File: src/ars_consts.svh
// constants for the analyzer readout sequencing block
// Summary of operation
// - transfer command copies output register to latch
// - latch empty flag when all latch bits zero
// - analog readout cycles repeat while latch empty
// - empty channel forces latch to one
// - decade lines hold output zero, latch one
// - phase flip-flop drives complementary phase flags
// - analog phase one plots points, two decades
// - digital phase two returns carriage, dummy read
// - channel step advances counter by one
// - jump by sixteen only during decade lines
// - add needs tally set and add position
// - converter reject clears tally flip-flop
// - converter store starts storage memory cycle
// - digit step moves digit counter forward/backward
// - tally set alters next digit plus/minus one
// - wrap pulse at range top, not reset
// - auto-repeat needs switch on and digital mode
// - timed halt clears analyze flip-flop when qualified
// - group first channel flag on group start
// - stage gates depend on selected range
// - stage8 decoder input follows overlap switch
// - flag least significant digit of channel seven
// - adder wraps nine/zero and requests repeat
// - range top select inverted stage per range
`ifndef ARS_CONSTS_SVH
`define ARS_CONSTS_SVH
`define ARS_CHAN_W 9
`define ARS_DIGIT_W 4
`define ARS_DPOS_W 3
`define ARS_JUMP_STEP 9'h010
`define ARS_LATCH_ONE 4'h1
`define ARS_DIGIT_NINE 4'h9
`define ARS_CH7 9'h007
`define ARS_DPOS_LSD 3'h0
`define ARS_RANGE_128 2'h0
`define ARS_RANGE_256 2'h1
`define ARS_RANGE_512 2'h2
// register offsets
`define ARS_REG_CTRL 12'h000
`define ARS_REG_MODE 12'h004
`define ARS_REG_CMD 12'h008
`define ARS_REG_STAT 12'h00C
`define ARS_REG_ADDR 12'h010
`define ARS_REG_DIG 12'h014
// control bits
`define ARS_CTRL_READ 0
`define ARS_CTRL_ANALOG 1
`define ARS_CTRL_ADD 2
`define ARS_CTRL_AUTOREP 3
`define ARS_CTRL_OVERLAP 4
`define ARS_CTRL_DLINE 5
`define ARS_CTRL_RANGE 6
// command bits (write one pulses)
`define ARS_CMD_STEP 0
`define ARS_CMD_JUMP16 1
`define ARS_CMD_DSTEP 2
`define ARS_CMD_FWD 3
`define ARS_CMD_COPY 4
`define ARS_CMD_PHSET 5
`define ARS_CMD_PHCLR 6
`define ARS_CMD_TALLY 7
`define ARS_CMD_CHRST 8
`define ARS_CMD_INTERR 9
`define ARS_CMD_ANALYZE 10
`define ARS_CMD_LOADGRP 11
`endif

File: src/ars_pkg.sv
// types for the analyzer readout sequencing block
package ars_pkg;
    typedef enum logic [1:0] {ARS_R128, ARS_R256, ARS_R512, ARS_RRES} ars_range_t;
    typedef enum {ARS_IDLE, ARS_READ, ARS_WRITE, ARS_CHECK} ars_mem_state_t;
endpackage

File: src/ars_axil_slave.sv
// axi4-lite slave register front end
`timescale 1ns/1ps
module ars_axil_slave (
    // clock and reset
    input wire logic aclk,
    input wire logic aresetn,
    // write channels
    input wire logic [11:0] awaddr,
    input wire logic awvalid,
    output logic awready,
    input wire logic [31:0] wdata,
    input wire logic [3:0] wstrb,
    input wire logic wvalid,
    output logic wready,
    output logic [1:0] bresp,
    output logic bvalid,
    input wire logic bready,
    // read channels
    input wire logic [11:0] araddr,
    input wire logic arvalid,
    output logic arready,
    output logic [31:0] rdata,
    output logic [1:0] rresp,
    output logic rvalid,
    input wire logic rready,
    // register side
    output logic wr_en,
    output logic [11:0] wr_addr,
    output logic [31:0] wr_data,
    output logic [3:0] wr_strb,
    output logic [11:0] rd_addr,
    input wire logic [31:0] rd_data,
    input wire logic rd_ok,
    input wire logic wr_ok
);
    logic aw_have_q, w_have_q;
    logic [11:0] aw_q;
    logic [31:0] w_q;
    logic [3:0] s_q;
    wire logic do_wr = aw_have_q && w_have_q && !bvalid;
    assign awready = !aw_have_q && !bvalid;
    assign wready = !w_have_q && !bvalid;
    assign arready = !rvalid;
    assign wr_en = do_wr;
    assign wr_addr = aw_q;
    assign wr_data = w_q;
    assign wr_strb = s_q;
    assign rd_addr = araddr;
    always_ff @(posedge aclk) begin
        if (!aresetn) begin
            aw_have_q <= 1'b0;
            w_have_q <= 1'b0;
            aw_q <= 12'h000;
            w_q <= 32'h00000000;
            s_q <= 4'h0;
            bvalid <= 1'b0;
            bresp <= 2'h0;
            rvalid <= 1'b0;
            rdata <= 32'h00000000;
            rresp <= 2'h0;
        end else begin
            if (awvalid && awready) begin
                aw_have_q <= 1'b1;
                aw_q <= awaddr;
            end
            if (wvalid && wready) begin
                w_have_q <= 1'b1;
                w_q <= wdata;
                s_q <= wstrb;
            end
            if (do_wr) begin
                aw_have_q <= 1'b0;
                w_have_q <= 1'b0;
                bvalid <= 1'b1;
                bresp <= wr_ok ? 2'h0 : 2'h2;
            end else if (bvalid && bready) begin
                bvalid <= 1'b0;
            end
            if (arvalid && arready) begin
                rvalid <= 1'b1;
                rdata <= rd_ok ? rd_data : 32'h00000000;
                rresp <= rd_ok ? 2'h0 : 2'h2;
            end else if (rvalid && rready) begin
                rvalid <= 1'b0;
            end
        end
    end
endmodule

File: src/ars_digit_adder.sv
// decimal digit adder with wrap and repeat request
`timescale 1ns/1ps
`include "ars_consts.svh"
module ars_digit_adder (
    // operands
    input wire logic [3:0] digit_in,
    input wire logic add_cmd,
    input wire logic sub_cmd,
    // results
    output logic [3:0] digit_out,
    output logic repeat_req
);
    wire logic is_nine = (digit_in == `ARS_DIGIT_NINE);
    wire logic is_zero = (digit_in == 4'h0);
    assign repeat_req = (add_cmd && is_nine) || (sub_cmd && is_zero);
    assign digit_out = add_cmd ? (is_nine ? 4'h0 : digit_in + 4'h1) :
                       sub_cmd ? (is_zero ? `ARS_DIGIT_NINE : digit_in - 4'h1) : digit_in;
endmodule

File: src/ars_readout_top.sv
// readout sequencing core with register map
//
// The register offsets and the AXI4-Lite slave port are this design's own decisions.
`timescale 1ns/1ps
`include "ars_consts.svh"
module ars_readout_top #(
    parameter int CHAN_W = `ARS_CHAN_W
) (
    // clock and reset
    input wire logic aclk,
    input wire logic aresetn,
    // axi4-lite write
    input wire logic [11:0] awaddr,
    input wire logic awvalid,
    output logic awready,
    input wire logic [31:0] wdata,
    input wire logic [3:0] wstrb,
    input wire logic wvalid,
    output logic wready,
    output logic [1:0] bresp,
    output logic bvalid,
    input wire logic bready,
    // axi4-lite read
    input wire logic [11:0] araddr,
    input wire logic arvalid,
    output logic arready,
    output logic [31:0] rdata,
    output logic [1:0] rresp,
    output logic rvalid,
    input wire logic rready,
    // converter
    input wire logic converter_store_request,
    input wire logic converter_reject_pulse,
    // panel qualifiers
    input wire logic time_conditions_met,
    input wire logic halt_qualify,
    // memory array
    input wire logic [3:0] mem_digit_in,
    output logic [3:0] mem_digit_out,
    output logic mem_cycle_busy,
    // status outputs
    output logic [3:0] held_digit_latch,
    output logic held_latch_empty,
    output logic phase_one_flag,
    output logic phase_two_flag,
    output logic channel_wrap_pulse,
    output logic carriage_return_pulse,
    output logic point_plot_strobe,
    output logic repeat_readout_enable,
    output logic timed_halt_signal,
    output logic group_first_channel,
    output logic channel7_low_digit_flag,
    output logic [CHAN_W-1:0] channel_addr,
    output logic [2:0] digit_pos
);
    import ars_pkg::*;

    ////////////////////////////////////////////////////////////////////////
    // bus front end
    logic wr_en, rd_ok, wr_ok;
    logic [11:0] wr_addr, rd_addr;
    logic [31:0] wr_data, rd_data;
    logic [3:0] wr_strb;
    ars_axil_slave u_bus (
        .aclk(aclk),
        .aresetn(aresetn),
        .awaddr(awaddr),
        .awvalid(awvalid),
        .awready(awready),
        .wdata(wdata),
        .wstrb(wstrb),
        .wvalid(wvalid),
        .wready(wready),
        .bresp(bresp),
        .bvalid(bvalid),
        .bready(bready),
        .araddr(araddr),
        .arvalid(arvalid),
        .arready(arready),
        .rdata(rdata),
        .rresp(rresp),
        .rvalid(rvalid),
        .rready(rready),
        .wr_en(wr_en),
        .wr_addr(wr_addr),
        .wr_data(wr_data),
        .wr_strb(wr_strb),
        .rd_addr(rd_addr),
        .rd_data(rd_data),
        .rd_ok(rd_ok),
        .wr_ok(wr_ok)
    );

    ////////////////////////////////////////////////////////////////////////
    // control register
    logic [7:0] ctrl_q;
    wire logic ctrl_wr = wr_en && wr_addr == `ARS_REG_CTRL && wr_strb[0];
    wire logic cmd_wr = wr_en && wr_addr == `ARS_REG_CMD;
    wire logic [15:0] cmd = cmd_wr ? wr_data[15:0] : 16'h0000;
    wire logic read_mode = ctrl_q[`ARS_CTRL_READ];
    wire logic analog_mode = ctrl_q[`ARS_CTRL_ANALOG];
    wire logic add_sel = ctrl_q[`ARS_CTRL_ADD];
    wire logic autorep_sw = ctrl_q[`ARS_CTRL_AUTOREP];
    wire logic overlap_sw = ctrl_q[`ARS_CTRL_OVERLAP];
    wire logic dline_mode = ctrl_q[`ARS_CTRL_DLINE];
    wire ars_range_t range_sel = ars_range_t'(ctrl_q[`ARS_CTRL_RANGE +: 2]);
    always_ff @(posedge aclk) begin
        if (!aresetn) begin
            ctrl_q <= 8'h00;
        end else if (ctrl_wr) begin
            ctrl_q <= wr_data[7:0];
        end
    end

    ////////////////////////////////////////////////////////////////////////
    // phase and tally flip-flops
    logic phase_q, tally_q, analyze_q;
    assign phase_one_flag = phase_q;
    assign phase_two_flag = !phase_q;
    assign timed_halt_signal = time_conditions_met;
    wire logic halt_now = timed_halt_signal && halt_qualify;
    always_ff @(posedge aclk) begin
        if (!aresetn) begin
            phase_q <= 1'b1;
            tally_q <= 1'b0;
            analyze_q <= 1'b0;
        end else begin
            if (cmd[`ARS_CMD_PHSET]) begin
                phase_q <= 1'b1;
            end else if (cmd[`ARS_CMD_PHCLR]) begin
                phase_q <= 1'b0;
            end
            if (converter_reject_pulse) begin
                tally_q <= 1'b0;
            end else if (cmd[`ARS_CMD_TALLY]) begin
                tally_q <= 1'b1;
            end
            if (halt_now) begin
                analyze_q <= 1'b0;
            end else if (cmd[`ARS_CMD_ANALYZE]) begin
                analyze_q <= 1'b1;
            end
        end
    end
    wire logic add_cmd = tally_q && add_sel;
    wire logic sub_cmd = tally_q && !add_sel;
    assign repeat_readout_enable = autorep_sw && !analog_mode;

    ////////////////////////////////////////////////////////////////////////
    // channel and digit counters
    logic [CHAN_W-1:0] chan_q;
    logic [2:0] dpos_q;
    logic wrap_q;
    logic dpos_up, dpos_dn;
    wire logic step_channel_counter = cmd[`ARS_CMD_STEP];
    wire logic jump_channel_by_sixteen = cmd[`ARS_CMD_JUMP16] && dline_mode && read_mode;
    wire logic step_digit_counter = cmd[`ARS_CMD_DSTEP];
    wire logic digit_step_forward = cmd[`ARS_CMD_FWD];
    wire logic digit_step_backward = !cmd[`ARS_CMD_FWD];
    wire logic range_top_select = (range_sel == ARS_R128) ? !chan_q[6] :
                                  (range_sel == ARS_R256) ? !chan_q[7] : !chan_q[8];
    wire logic [CHAN_W-1:0] chan_next = chan_q + CHAN_W'(1);
    wire logic at_top = (range_sel == ARS_R128) ? (chan_q[6:0] == 7'h7F) :
                        (range_sel == ARS_R256) ? (chan_q[7:0] == 8'hFF) :
                        (chan_q == 9'h1FF);
    always_ff @(posedge aclk) begin
        if (!aresetn) begin
            chan_q <= '0;
            dpos_q <= 3'h0;
            wrap_q <= 1'b0;
        end else begin
            wrap_q <= step_channel_counter && at_top && !cmd[`ARS_CMD_CHRST] && !range_top_select;
            if (cmd[`ARS_CMD_CHRST]) begin
                chan_q <= '0;
            end else if (step_channel_counter) begin
                chan_q <= at_top ? '0 : chan_next;
            end else if (jump_channel_by_sixteen) begin
                chan_q <= chan_q + CHAN_W'(`ARS_JUMP_STEP);
            end
            if ((step_digit_counter && digit_step_forward) || dpos_up) begin
                dpos_q <= dpos_q + 3'h1;
            end else if ((step_digit_counter && digit_step_backward) || dpos_dn) begin
                dpos_q <= dpos_q - 3'h1;
            end
        end
    end
    assign channel_wrap_pulse = wrap_q;
    assign channel_addr = chan_q;
    assign digit_pos = dpos_q;

    ////////////////////////////////////////////////////////////////////////
    // group decode
    // range dependent stage gates
    wire logic stage7_gate_input = (range_sel == ARS_R128) ? 1'b1 : !chan_q[7];
    wire logic stage8_gate_input = (range_sel == ARS_R512) ? !chan_q[8] : 1'b1;
    wire logic stage8_decoder_input = overlap_sw ? 1'b0 : chan_q[8];
    logic [1:0] grp_q;
    wire logic grp_match = (range_sel == ARS_R512) ? 1'b1 :
                           (range_sel == ARS_R256) ? (stage8_decoder_input == grp_q[0]) :
                           (chan_q[8:7] == grp_q);
    assign group_first_channel = (chan_q[6:0] == 7'h00) && grp_match &&
                                 stage7_gate_input && stage8_gate_input;
    assign channel7_low_digit_flag = (chan_q == `ARS_CH7) && (dpos_q == `ARS_DPOS_LSD);

    ////////////////////////////////////////////////////////////////////////
    // memory cycle sequencer
    ars_mem_state_t st_q;
    logic [3:0] out_q, latch_q, wdig_q;
    logic rep_q, interr_q, cr_q, plot_q;
    wire logic [3:0] sum;
    wire logic rep_req;
    ars_digit_adder u_add (
        .digit_in(out_q),
        .add_cmd(add_cmd && !read_mode),
        .sub_cmd(sub_cmd && !read_mode),
        .digit_out(sum),
        .repeat_req(rep_req)
    );
    assign held_latch_empty = (latch_q == 4'h0);
    wire logic copy_to_held_latch = cmd[`ARS_CMD_COPY] && st_q == ARS_IDLE;
    assign dpos_up = st_q == ARS_CHECK && rep_q;
    assign dpos_dn = st_q == ARS_CHECK && !rep_q && interr_q && out_q == 4'h0 &&
                     dpos_q != `ARS_DPOS_LSD;
    wire logic analog_read = read_mode && analog_mode;
    wire logic dummy_read = read_mode && !analog_mode && !phase_q;
    always_ff @(posedge aclk) begin
        if (!aresetn) begin
            st_q <= ARS_IDLE;
            out_q <= 4'h0;
            latch_q <= 4'h0;
            wdig_q <= 4'h0;
            rep_q <= 1'b0;
            interr_q <= 1'b0;
            cr_q <= 1'b0;
            plot_q <= 1'b0;
        end else begin
            cr_q <= 1'b0;
            plot_q <= 1'b0;
            case (st_q)
                ARS_IDLE: begin
                    if (converter_store_request || cmd[`ARS_CMD_INTERR]) begin
                        interr_q <= cmd[`ARS_CMD_INTERR] && analog_read && phase_q;
                        cr_q <= cmd[`ARS_CMD_INTERR] && dummy_read;
                        if (cmd[`ARS_CMD_INTERR] && analog_read) begin
                            latch_q <= 4'h0;
                        end
                        st_q <= ARS_READ;
                    end
                end
                ARS_READ: begin
                    out_q <= (analog_read && !phase_q) ? 4'h0 : mem_digit_in;
                    st_q <= ARS_WRITE;
                end
                ARS_WRITE: begin
                    wdig_q <= sum;
                    rep_q <= rep_req;
                    st_q <= ARS_CHECK;
                end
                ARS_CHECK: begin
                    if (analog_read && !phase_q) begin
                        latch_q <= `ARS_LATCH_ONE;
                    end else if (interr_q && out_q != 4'h0) begin
                        latch_q <= out_q;
                    end
                    if (rep_q) begin
                        st_q <= ARS_READ;
                    end else if (dpos_dn) begin
                        st_q <= ARS_READ;
                    end else begin
                        if (interr_q && out_q == 4'h0) begin
                            latch_q <= `ARS_LATCH_ONE;
                        end
                        plot_q <= interr_q;
                        interr_q <= 1'b0;
                        st_q <= ARS_IDLE;
                    end
                end
                default: begin
                    st_q <= ARS_IDLE;
                end
            endcase
            if (copy_to_held_latch) begin
                latch_q <= out_q;
            end
        end
    end
    assign mem_digit_out = wdig_q;
    assign mem_cycle_busy = (st_q != ARS_IDLE);
    assign held_digit_latch = latch_q;
    assign carriage_return_pulse = cr_q;
    assign point_plot_strobe = plot_q;

    ////////////////////////////////////////////////////////////////////////
    // group load and readback
    always_ff @(posedge aclk) begin
        if (!aresetn) begin
            grp_q <= 2'h0;
        end else if (cmd[`ARS_CMD_LOADGRP]) begin
            grp_q <= wr_data[17:16];
        end
    end
    wire logic hit_ctrl = rd_addr == `ARS_REG_CTRL;
    wire logic hit_stat = rd_addr == `ARS_REG_STAT;
    wire logic hit_addr = rd_addr == `ARS_REG_ADDR;
    wire logic hit_dig = rd_addr == `ARS_REG_DIG;
    wire logic hit_cmd = rd_addr == `ARS_REG_CMD;
    assign rd_ok = hit_ctrl || hit_stat || hit_addr || hit_dig || hit_cmd;
    assign wr_ok = wr_addr == `ARS_REG_CTRL || wr_addr == `ARS_REG_CMD;
    wire logic [31:0] stat_word = {22'h000000, analyze_q, mem_cycle_busy, tally_q,
                                   group_first_channel, channel7_low_digit_flag,
                                   repeat_readout_enable, timed_halt_signal,
                                   phase_q, held_latch_empty, read_mode};
    assign rd_data = hit_ctrl ? {24'h000000, ctrl_q} :
                     hit_stat ? stat_word :
                     hit_addr ? {20'h00000, dpos_q, chan_q} :
                     hit_dig ? {24'h000000, latch_q, out_q} : 32'h00000000;
endmodule

File: config.mk
export PLATFORM = sky130hd
export DESIGN_NAME = ars_readout_top
export DESIGN_NICKNAME = d
export VERILOG_FILES = /design/src/ars_pkg.sv /design/src/ars_axil_slave.sv /design/src/ars_digit_adder.sv /design/src/ars_readout_top.sv
export VERILOG_INCLUDE_DIRS = /design/src
export SDC_FILE = /design/constraint.sdc
export NUM_CORES = 1
export LEC_CHECK = 0
export BUFFER_PORTS_ARGS = -buffer_cell sky130_fd_sc_hd__clkbuf_2
export CORE_MARGIN = 1.5
export CORE_UTILIZATION = 36
export CTS_CLUSTER_DIAMETER = 80
export DETAILED_ROUTE_END_ITERATION = 10
export GPL_TIMING_DRIVEN = 0
export PLACE_DENSITY = 0.61
export REMOVE_ABC_BUFFERS = 1
export SKIP_CTS_REPAIR_TIMING = 1
export SYNTH_ARGS = -nofsm -noshare
export SYNTH_HDL_FRONTEND = slang
export SYNTH_SLANG_ARGS = --single-unit
File: constraint.sdc
create_clock -name aclk -period 4.8 [get_ports aclk]
set_input_delay 0.72 -clock aclk [delete_from_list [all_inputs] [get_ports aclk]]
set_output_delay 0.72 -clock aclk [all_outputs]
set_load 0.02 [all_outputs]
==> run_results.csv, run 1 <==
group,metric,value,unit
routing,drt-initial-drc-count,282,
clock_network,htree_num_levels,3,
clock_network,clock_root_cell,"sky130_fd_sc_hd__clkbuf_16",
worst_setup_path,critPathArrivalTime,3510,ps
synthesis,synthesis.area_per_instance,8.01,um2
placed_design,dp_worst_setup_slack,1490,ps
clock_network,tritoncts.num_buffers,9,
sta,setup_repair_after_global_routing_missed_its_margin,"no",
final_layout,antenna_cells,0,
sta,final_period_minus_worst_setup_slack,3310,ps
grt,first_global_vias,4327,
final_layout,drive_above_1_share,20.7,%
power_and_ir_drop,power_leakage,2.33,nW
synthesis,synth_seq_cells,89,
worst_hold_path,hold_path.class,"reg -> reg",
grt,grt_max_degree,63,
synthesis,synth_area_leader,"sky130_fd_sc_hd__dfxtp_1",
floorplan,design.die.area,14200,um2
power_and_ir_drop,pwr-share-comb,21.6,%
synthesis,synth.yosys.seq_area_share,36.8,%
floorplan,floorplan.initialDensity,36.7,%
worst_setup_path,critical-path-top-cell-by-count,"sky130_fd_sc_hd__xor2_1",
clock_network,clk_pin_slew,70,ps
synthesis,ys.warnings.count,0,
worst_setup_path,cp-end-kind,"flip-flop",
grt,antenna_found_initial,0,
synthesis,netlist_top_cells_count,"104 x sky130_fd_sc_hd__nand2_1, 89 x sky130_fd_sc_hd__dfxtp_1, 62 x sky130_fd_sc_hd__a21oi_1",
synthesis,yosysUniqueCellTypes,66,
worst_setup_path,start_kind,"flip-flop",
placed_design,place_congestion,0.857,
routing,met2WireLength,6190,um
routing,route.final.wire_length,13500,um
power_and_ir_drop,power.net_switching,0.659,mW
clock_network,cts.sink_count,89,
outcome,status,"finished, final reports clean",
routing,drt_pass1_iterations,5,
synthesis,share_of_async_settable_or_async_resettable_flops_after_synthesis,0,%
clock_network,insertion_delay,350,ps
power_and_ir_drop,irDropWorstVdd,0.207,mV
grt,track_usage,19.4,%
worst_setup_path,cp_cell_sequence,"or4b_1, nor4_4, a31oi_1, xor2_1, ha_1, a211o_1, nor4_1, o22ai_1, xor2_1, nor2_1",
sta,tightestPinTransition,1080,ps
synthesis,netlist_area,4850,um2
grt,grt_first_pass_wirelength,21600,um
power_and_ir_drop,power_density,358,nW/um2
routing,wl_met1,6190,um
sta,finalSetupViolations,0,
synthesis,synth-edff-count,0,
routing,dr_total_vias,4541,
worst_setup_path,timing.setup.critical_path_class,"reg -> reg",
clock_network,clock_tree.buffer_depth,2,
routing,route.detailed.vias_per_inst,5.24,
power_and_ir_drop,internal_power,1.37,mW
routing,detail_route.wl_per_cell,15.6,um
synthesis,top_flip_flop_cell_by_instance_count_after_synthesis,"sky130_fd_sc_hd__dfxtp_1",
floorplan,core_region_area,13200,um2
final_layout,area_growth,16.9,%
floorplan,number_of_placement_rows,42,
synthesis,synth.top_cells.by_area,"sky130_fd_sc_hd__dfxtp_1 37%, sky130_fd_sc_hd__nand2_1 8.1%, sky130_fd_sc_hd__a21oi_1 6.4%",
placed_design,hpwlAfterDp,10300,um
sta,max_slew_margin,27.9,%
floorplan,die_width,119,um
worst_setup_path,worstPathBufferInverterCount,0,
synthesis,fraction_of_synthesized_cell_area_taken_by_the_top_area_cell_type,36.8,%
synthesis,synthMostInstantiatedCell,"sky130_fd_sc_hd__nand2_1",
final_layout,finalNetCount,771,
worst_setup_path,worst_endpoint_required_time,5000,ps
floorplan,io_pins,147,
flow_run,cap_viol_max_count,0,
sta,fin_tns_setup,0,ps
sta,setup_ws,1490,ps
sta,final.period_utilization,69.0,%
power_and_ir_drop,share_clk_of_total_power,35.7,%
routing,met3WireLength,927,um
synthesis,gate_count_after_technology_mapping,605,
routing,highest_layer,"met4",
sta,clock_skew,6.34,ps
routing,final_antenna_net_count,0,
power_and_ir_drop,seq_power_share,42.7,%
grt,globalRoute.totalOverflow,0,
power_and_ir_drop,total_power,2.03,mW
worst_setup_path,cp_slowest_stage_delay,690,ps
worst_setup_path,critical_path_peak_fanout,12,
sta,fmaxAchievable,302,MHz
sta,report.final.slew_viol_count,0,
worst_setup_path,worst_path_dominant_cell_family,"simple AND/OR/NAND/NOR gates",
floorplan,dieHeight,119,um
power_and_ir_drop,swShare,32.5,%
routing,drc,0,
sta,finalHoldViolations,0,
placed_design,io_buffer_count,103,
clock_network,clock_tree_from_tritoncts,"done",
worst_setup_path,critPathSlowestCell,"sky130_fd_sc_hd__nor4_4",
## cells by family after synthesis
logic type	after synthesis	synth area share (%)
buffers and inverters	71	7.49
DFF	89	36.8
muxes	23	4.85
other	1	0.0774
xor gates and xnor gates	14	2.53
and+or+nand+nor	256	26.8
adders and majority gates	11	2.84
AOI/OAI and AO/OA	140	18.6
## placed cells by master (no fill, tap or decap), types with 3 or more instances in the layout
cell and instances:
sky130_fd_sc_hd__nand3_1 20, sky130_fd_sc_hd__a211o_1 4, sky130_fd_sc_hd__a21oi_1 62, sky130_fd_sc_hd__o22ai_1 6
sky130_fd_sc_hd__inv_1 15, sky130_fd_sc_hd__nand2b_1 10, sky130_fd_sc_hd__a32oi_1 3, sky130_fd_sc_hd__nor4_2 4
sky130_fd_sc_hd__clkbuf_16 9, sky130_fd_sc_hd__o31ai_1 6, sky130_fd_sc_hd__dfxtp_1 89, sky130_fd_sc_hd__nor3b_1 3
sky130_fd_sc_hd__conb_1 22, sky130_fd_sc_hd__a31oi_1 5, sky130_fd_sc_hd__nor2_1 41, sky130_fd_sc_hd__nand4_1 10
sky130_fd_sc_hd__xor2_1 7, sky130_fd_sc_hd__o21ai_0 20, sky130_fd_sc_hd__or3_1 4, sky130_fd_sc_hd__nand2_1 104
sky130_fd_sc_hd__nor4_1 4, sky130_fd_sc_hd__mux2i_1 19, sky130_fd_sc_hd__a221oi_1 6, sky130_fd_sc_hd__nand3b_1 4
sky130_fd_sc_hd__nor3_2 3, sky130_fd_sc_hd__and3_1 6, sky130_fd_sc_hd__nor2b_1 9, sky130_fd_sc_hd__mux2_2 4
sky130_fd_sc_hd__a211oi_1 5, sky130_fd_sc_hd__ha_1 11, sky130_fd_sc_hd__xnor2_1 7, sky130_fd_sc_hd__clkbuf_2 103
sky130_fd_sc_hd__o211a_1 3, sky130_fd_sc_hd__and2_1 4, sky130_fd_sc_hd__nor3_1 14
## final cells by class
type / instances / area [um2]
Clock inverter: 7 / 78.8
Multi-Input combinational cell: 466 / 2790
Clock buffer: 9 / 225
Fill cell: 1375 / 7520
Sequential cell: 89 / 1780
Inverter: 16 / 60.1
Timing Repair Buffer: 103 / 515
Tap cell: 176 / 220
## metal layers
metal  vias up  GRT usage [%]
li1       2276              -
met1      2089           25.2
met2       160           31.4
met3        16           4.36
met4         0           6.93
met5         -              0
## worst register-to-register path, cell delays in order (launching register included)
cell	delay, ps
sky130_fd_sc_hd__dfxtp_1	460
sky130_fd_sc_hd__or4b_1	560
sky130_fd_sc_hd__nor4_4	690
sky130_fd_sc_hd__a31oi_1	200
sky130_fd_sc_hd__xor2_1	180
sky130_fd_sc_hd__ha_1	240
sky130_fd_sc_hd__a211o_1	290
sky130_fd_sc_hd__nor4_1	190
sky130_fd_sc_hd__o22ai_1	140
sky130_fd_sc_hd__xor2_1	160
sky130_fd_sc_hd__nor2_1	50
## final timing paths
check | endpoint | slack [ps] | start | cells past startpoint
worst max register to register | digit_pos[2] | 1490 | u_bus.wr_addr[3] | 10
worst max-delay path | digit_pos[2] | 1490 | u_bus.wr_addr[3] | 10
worst min register to register | mem_digit_out[1] | 460 | mem_digit_out[1] | 2
worst min-delay path | mem_digit_out[1] | 460 | mem_digit_out[1] | 2
## stage by stage
step | hold slack, ps | util, % | std cells | instance area [um2]
floorplan | 430 | - | 571 | 4620
global placement | 442 | 40.6 | 850 | 5360
detailed placement | 445 | 40.6 | 850 | 5360
CTS | 456 | 42.9 | 866 | 5660
global route | 481 | 43.0 | 866 | 5670
finish | 456 | 43.0 | 866 | 5670
## power by group through the flow
stage	combinational [mW]	clock, mW	sequential (mW)
4_1_cts	0.441	0.738	0.866
3_5_place_dp	0.439	0	0.883
6_report	0.439	0.723	0.866
5_1_grt	0.489	0.769	0.875
2_1_floorplan	0.301	0	0.874
3_3_place_gp	0.430	0	0.878
## flip-flops by register name, indices dropped and copies added, names as in the netlist, 3 cells and up
register / cells
out_q: 4
held_digit_latch: 4
mem_digit_out: 4
u_bus.wr_addr: 12
u_bus.wr_data: 14
u_bus.rdata: 12
ctrl_q: 8
digit_pos: 3
channel_addr: 9
No activity file was read; power rests on OpenSTA's default activity.
==> inputs of run 2 (changes only) <==
- ABC_AREA: unset -> 1
- clock period: 4.8 -> 3.1 ns (I/O delays scaled with it)
==> run 2 against run 1 <==
  * Setup slack got worse by 790 ps
  * Flip-flop and latch count did not move
  * Utilization rose by 0.94 points
  * First-iteration DRC count fell by 12%
==> run_results.csv, run 2 <==
group,metric,value,unit
sta,report.final.slew_viol_count,0,
sta,max_slew_margin,23.5,%
synthesis,ys.warnings.count,0,
sta,setup_repair_after_global_routing_missed_its_margin,"no",
clock_network,clk_pin_slew,60,ps
sta,clock_skew,8.08,ps
power_and_ir_drop,internal_power,2.09,mW
placed_design,post-place-cells,956,
sta,fin_tns_setup,0,ps
synthesis,top_flip_flop_cell_by_instance_count_after_synthesis,"sky130_fd_sc_hd__dfxtp_1",
worst_setup_path,critPathArrivalTime,2630,ps
grt,track_usage,17.9,%
sta,final.period_utilization,77.3,%
final_layout,drive_above_1_share,18.4,%
placed_design,place_congestion,0.910,
floorplan,core_region_area,12800,um2
synthesis,synthesis.area_per_instance,6.86,um2
routing,final_antenna_net_count,0,
clock_network,cts.sink_count,89,
worst_setup_path,cp-end-kind,"flip-flop",
synthesis,netlist_top_cells_count,"108 x sky130_fd_sc_hd__nand2_1, 96 x sky130_fd_sc_hd__inv_1, 93 x sky130_fd_sc_hd__nor2_1",
floorplan,io_pins,147,
floorplan,die_width,118,um
worst_setup_path,timing.setup.critical_path_class,"in -> reg",
worst_setup_path,start_kind,"primary input",
power_and_ir_drop,share_clk_of_total_power,30.8,%
power_and_ir_drop,irDropWorstVdd,0.257,mV
synthesis,gate_count_after_technology_mapping,699,
power_and_ir_drop,power_density,571,nW/um2
grt,first_global_vias,4081,
final_layout,final-instance-count-excl-fill,971,
routing,detail_route.wl_per_cell,12.9,um
clock_network,tritoncts.num_buffers,9,
synthesis,synth-edff-count,0,
sta,fmaxAchievable,417,MHz
final_layout,antenna_cells,0,
power_and_ir_drop,pwr-share-comb,26.1,%
grt,globalRoute.totalOverflow,0,
floorplan,floorplan.initialDensity,37.4,%
worst_hold_path,hold_path.class,"in -> reg",
floorplan,dieHeight,118,um
routing,drt-initial-drc-count,248,
sta,finalHoldViolations,0,
final_layout,area_growth,17.5,%
routing,drc,0,
sta,tightestPinTransition,1150,ps
final_layout,fillCellCount,1408,
final_layout,commonest_cells_after_routing_fill_and_taps_aside,"108 x sky130_fd_sc_hd__nand2_1, 103 x sky130_fd_sc_hd__clkbuf_2, 96 x sky130_fd_sc_hd__inv_1",
placed_design,io_buffer_count,103,
power_and_ir_drop,power_leakage,2.55,nW
final_layout,flip_flop_count_of_the_largest_register_all_copies_and_words_added,14,
worst_setup_path,critical_path_peak_fanout,65,
synthesis,share_of_async_settable_or_async_resettable_flops_after_synthesis,0,%
routing,route.final.wire_length,12500,um
synthesis,synth_area_leader,"sky130_fd_sc_hd__dfxtp_1",
flow_run,cap_viol_max_count,0,
synthesis,yosysUniqueCellTypes,39,
final_layout,ff_latch_area,1780,um2
grt,grt_first_pass_wirelength,20300,um
final_layout,multiInputGateArea,2470,um2
sta,final_period_minus_worst_setup_slack,2400,ps
final_layout,final_common_cell,"sky130_fd_sc_hd__nand2_1",
placed_design,hpwlAfterDp,9660,um
worst_setup_path,worst_endpoint_required_time,3330,ps
synthesis,fraction_of_synthesized_cell_area_taken_by_the_top_area_cell_type,37.2,%
grt,antenna_found_initial,0,
clock_network,clock_tree_from_tritoncts,"done",
clock_network,htree_num_levels,3,
power_and_ir_drop,seq_power_share,43.1,%
routing,dr_total_vias,4565,
synthesis,synth_seq_cells,89,
final_layout,layout.cell_area.non_filler,5630,um2
final_layout,finalNetCount,881,
sta,finalSetupViolations,0,
placed_design,postPlaceCellArea,5370,um2
synthesis,synthMostInstantiatedCell,"sky130_fd_sc_hd__nand2_1",
outcome,status,"finished, final reports clean",
synthesis,netlist_area,4790,um2
clock_network,clock_tree.buffer_depth,2,
clock_network,insertion_delay,340,ps
grt,grt_max_degree,66,
clock_network,clock_root_cell,"sky130_fd_sc_hd__clkbuf_16",
floorplan,number_of_placement_rows,41,
floorplan,design.die.area,14000,um2
synthesis,synth.top_cells.by_area,"sky130_fd_sc_hd__dfxtp_1 37%, sky130_fd_sc_hd__nand2_1 8.5%, sky130_fd_sc_hd__o21ai_0 8.0%",
power_and_ir_drop,swShare,34.8,%
power_and_ir_drop,power.net_switching,1.12,mW
synthesis,synth.yosys.seq_area_share,37.2,%
routing,drt_pass1_iterations,5,
routing,route.detailed.vias_per_inst,4.70,
## run 2: power by group through the flow
stage / combinational (mW) / clock [mW] / sequential (mW)
after global placement: 0.845 / 0 / 1.41
after global routing: 0.951 / 1.07 / 1.40
after detailed placement: 0.844 / 0 / 1.41
after floorplan: 0.574 / 0 / 1.42
final: 0.840 / 0.990 / 1.38
after CTS: 0.848 / 1.01 / 1.38
## run 2: cell families after synthesis
| family | synth area share, % |
|---|---|
| flops | 37.2 |
| simple gates | 27.3 |
| xor+xnor | 1.10 |
| other cells | 0.0782 |
| compound gates | 18.6 |
| fa+ha+maj | 2.87 |
| buf+inv | 12.9 |
## run 2: worst paths after layout
path	from	endpoint	slack, ps	depth (start not counted)
min	converter_reject_pulse	tally_q	290	2
max reg2reg	u_bus.wr_addr[6]	digit_pos[2]	1100	11
max	aresetn	carriage_return_pulse	700	5
min reg2reg	u_bus.wr_data[6]	u_bus.wr_data[6]	460	2
## run 2: layout make-up
cell class / count / area share, %
multi-input combinational: 490 / 43.9
sequential: 89 / 31.6
timing repair buffer: 103 / 9.15
inverter: 102 / 6.80
clock buffer: 12 / 4.38
tap: 172 / 3.82
clock inverter: 3 / 0.311
## run 2: worst max-delay path, stage by stage
cell	delay, ps
sky130_fd_sc_hd__clkbuf_2	830
sky130_fd_sc_hd__inv_1	620
sky130_fd_sc_hd__nor3_1	300
sky130_fd_sc_hd__nand3_1	100
sky130_fd_sc_hd__nor3_1	280
## run 2: through the flow
stage / power, mW / utilization, % / hold WS, ps / setup slack (ps)
floorplan: 1.99 / - / 429 / 1260
global placement: 2.25 / 41.9 / 454 / 382
detailed placement: 2.25 / 41.9 / 458 / 418
CTS: 3.24 / 43.9 / 281 / 738
global route: 3.42 / 43.9 / 280 / 496
finish: 3.21 / 43.9 / 291 / 703
## run 2: layer usage
| metal | wire length (um) | track usage (%) | vias to the layer above | share of wire [%] |
|---|---|---|---|---|
| met5 | 0 | 0 | - | 0 |
| met4 | 92 | 5.65 | 0 | 0.73 |
| met3 | 722 | 3.19 | 6 | 5.8 |
| met2 | 5210 | 26.5 | 140 | 42 |
| met1 | 6500 | 26.4 | 1988 | 52 |
| li1 | - | - | 2431 | - |
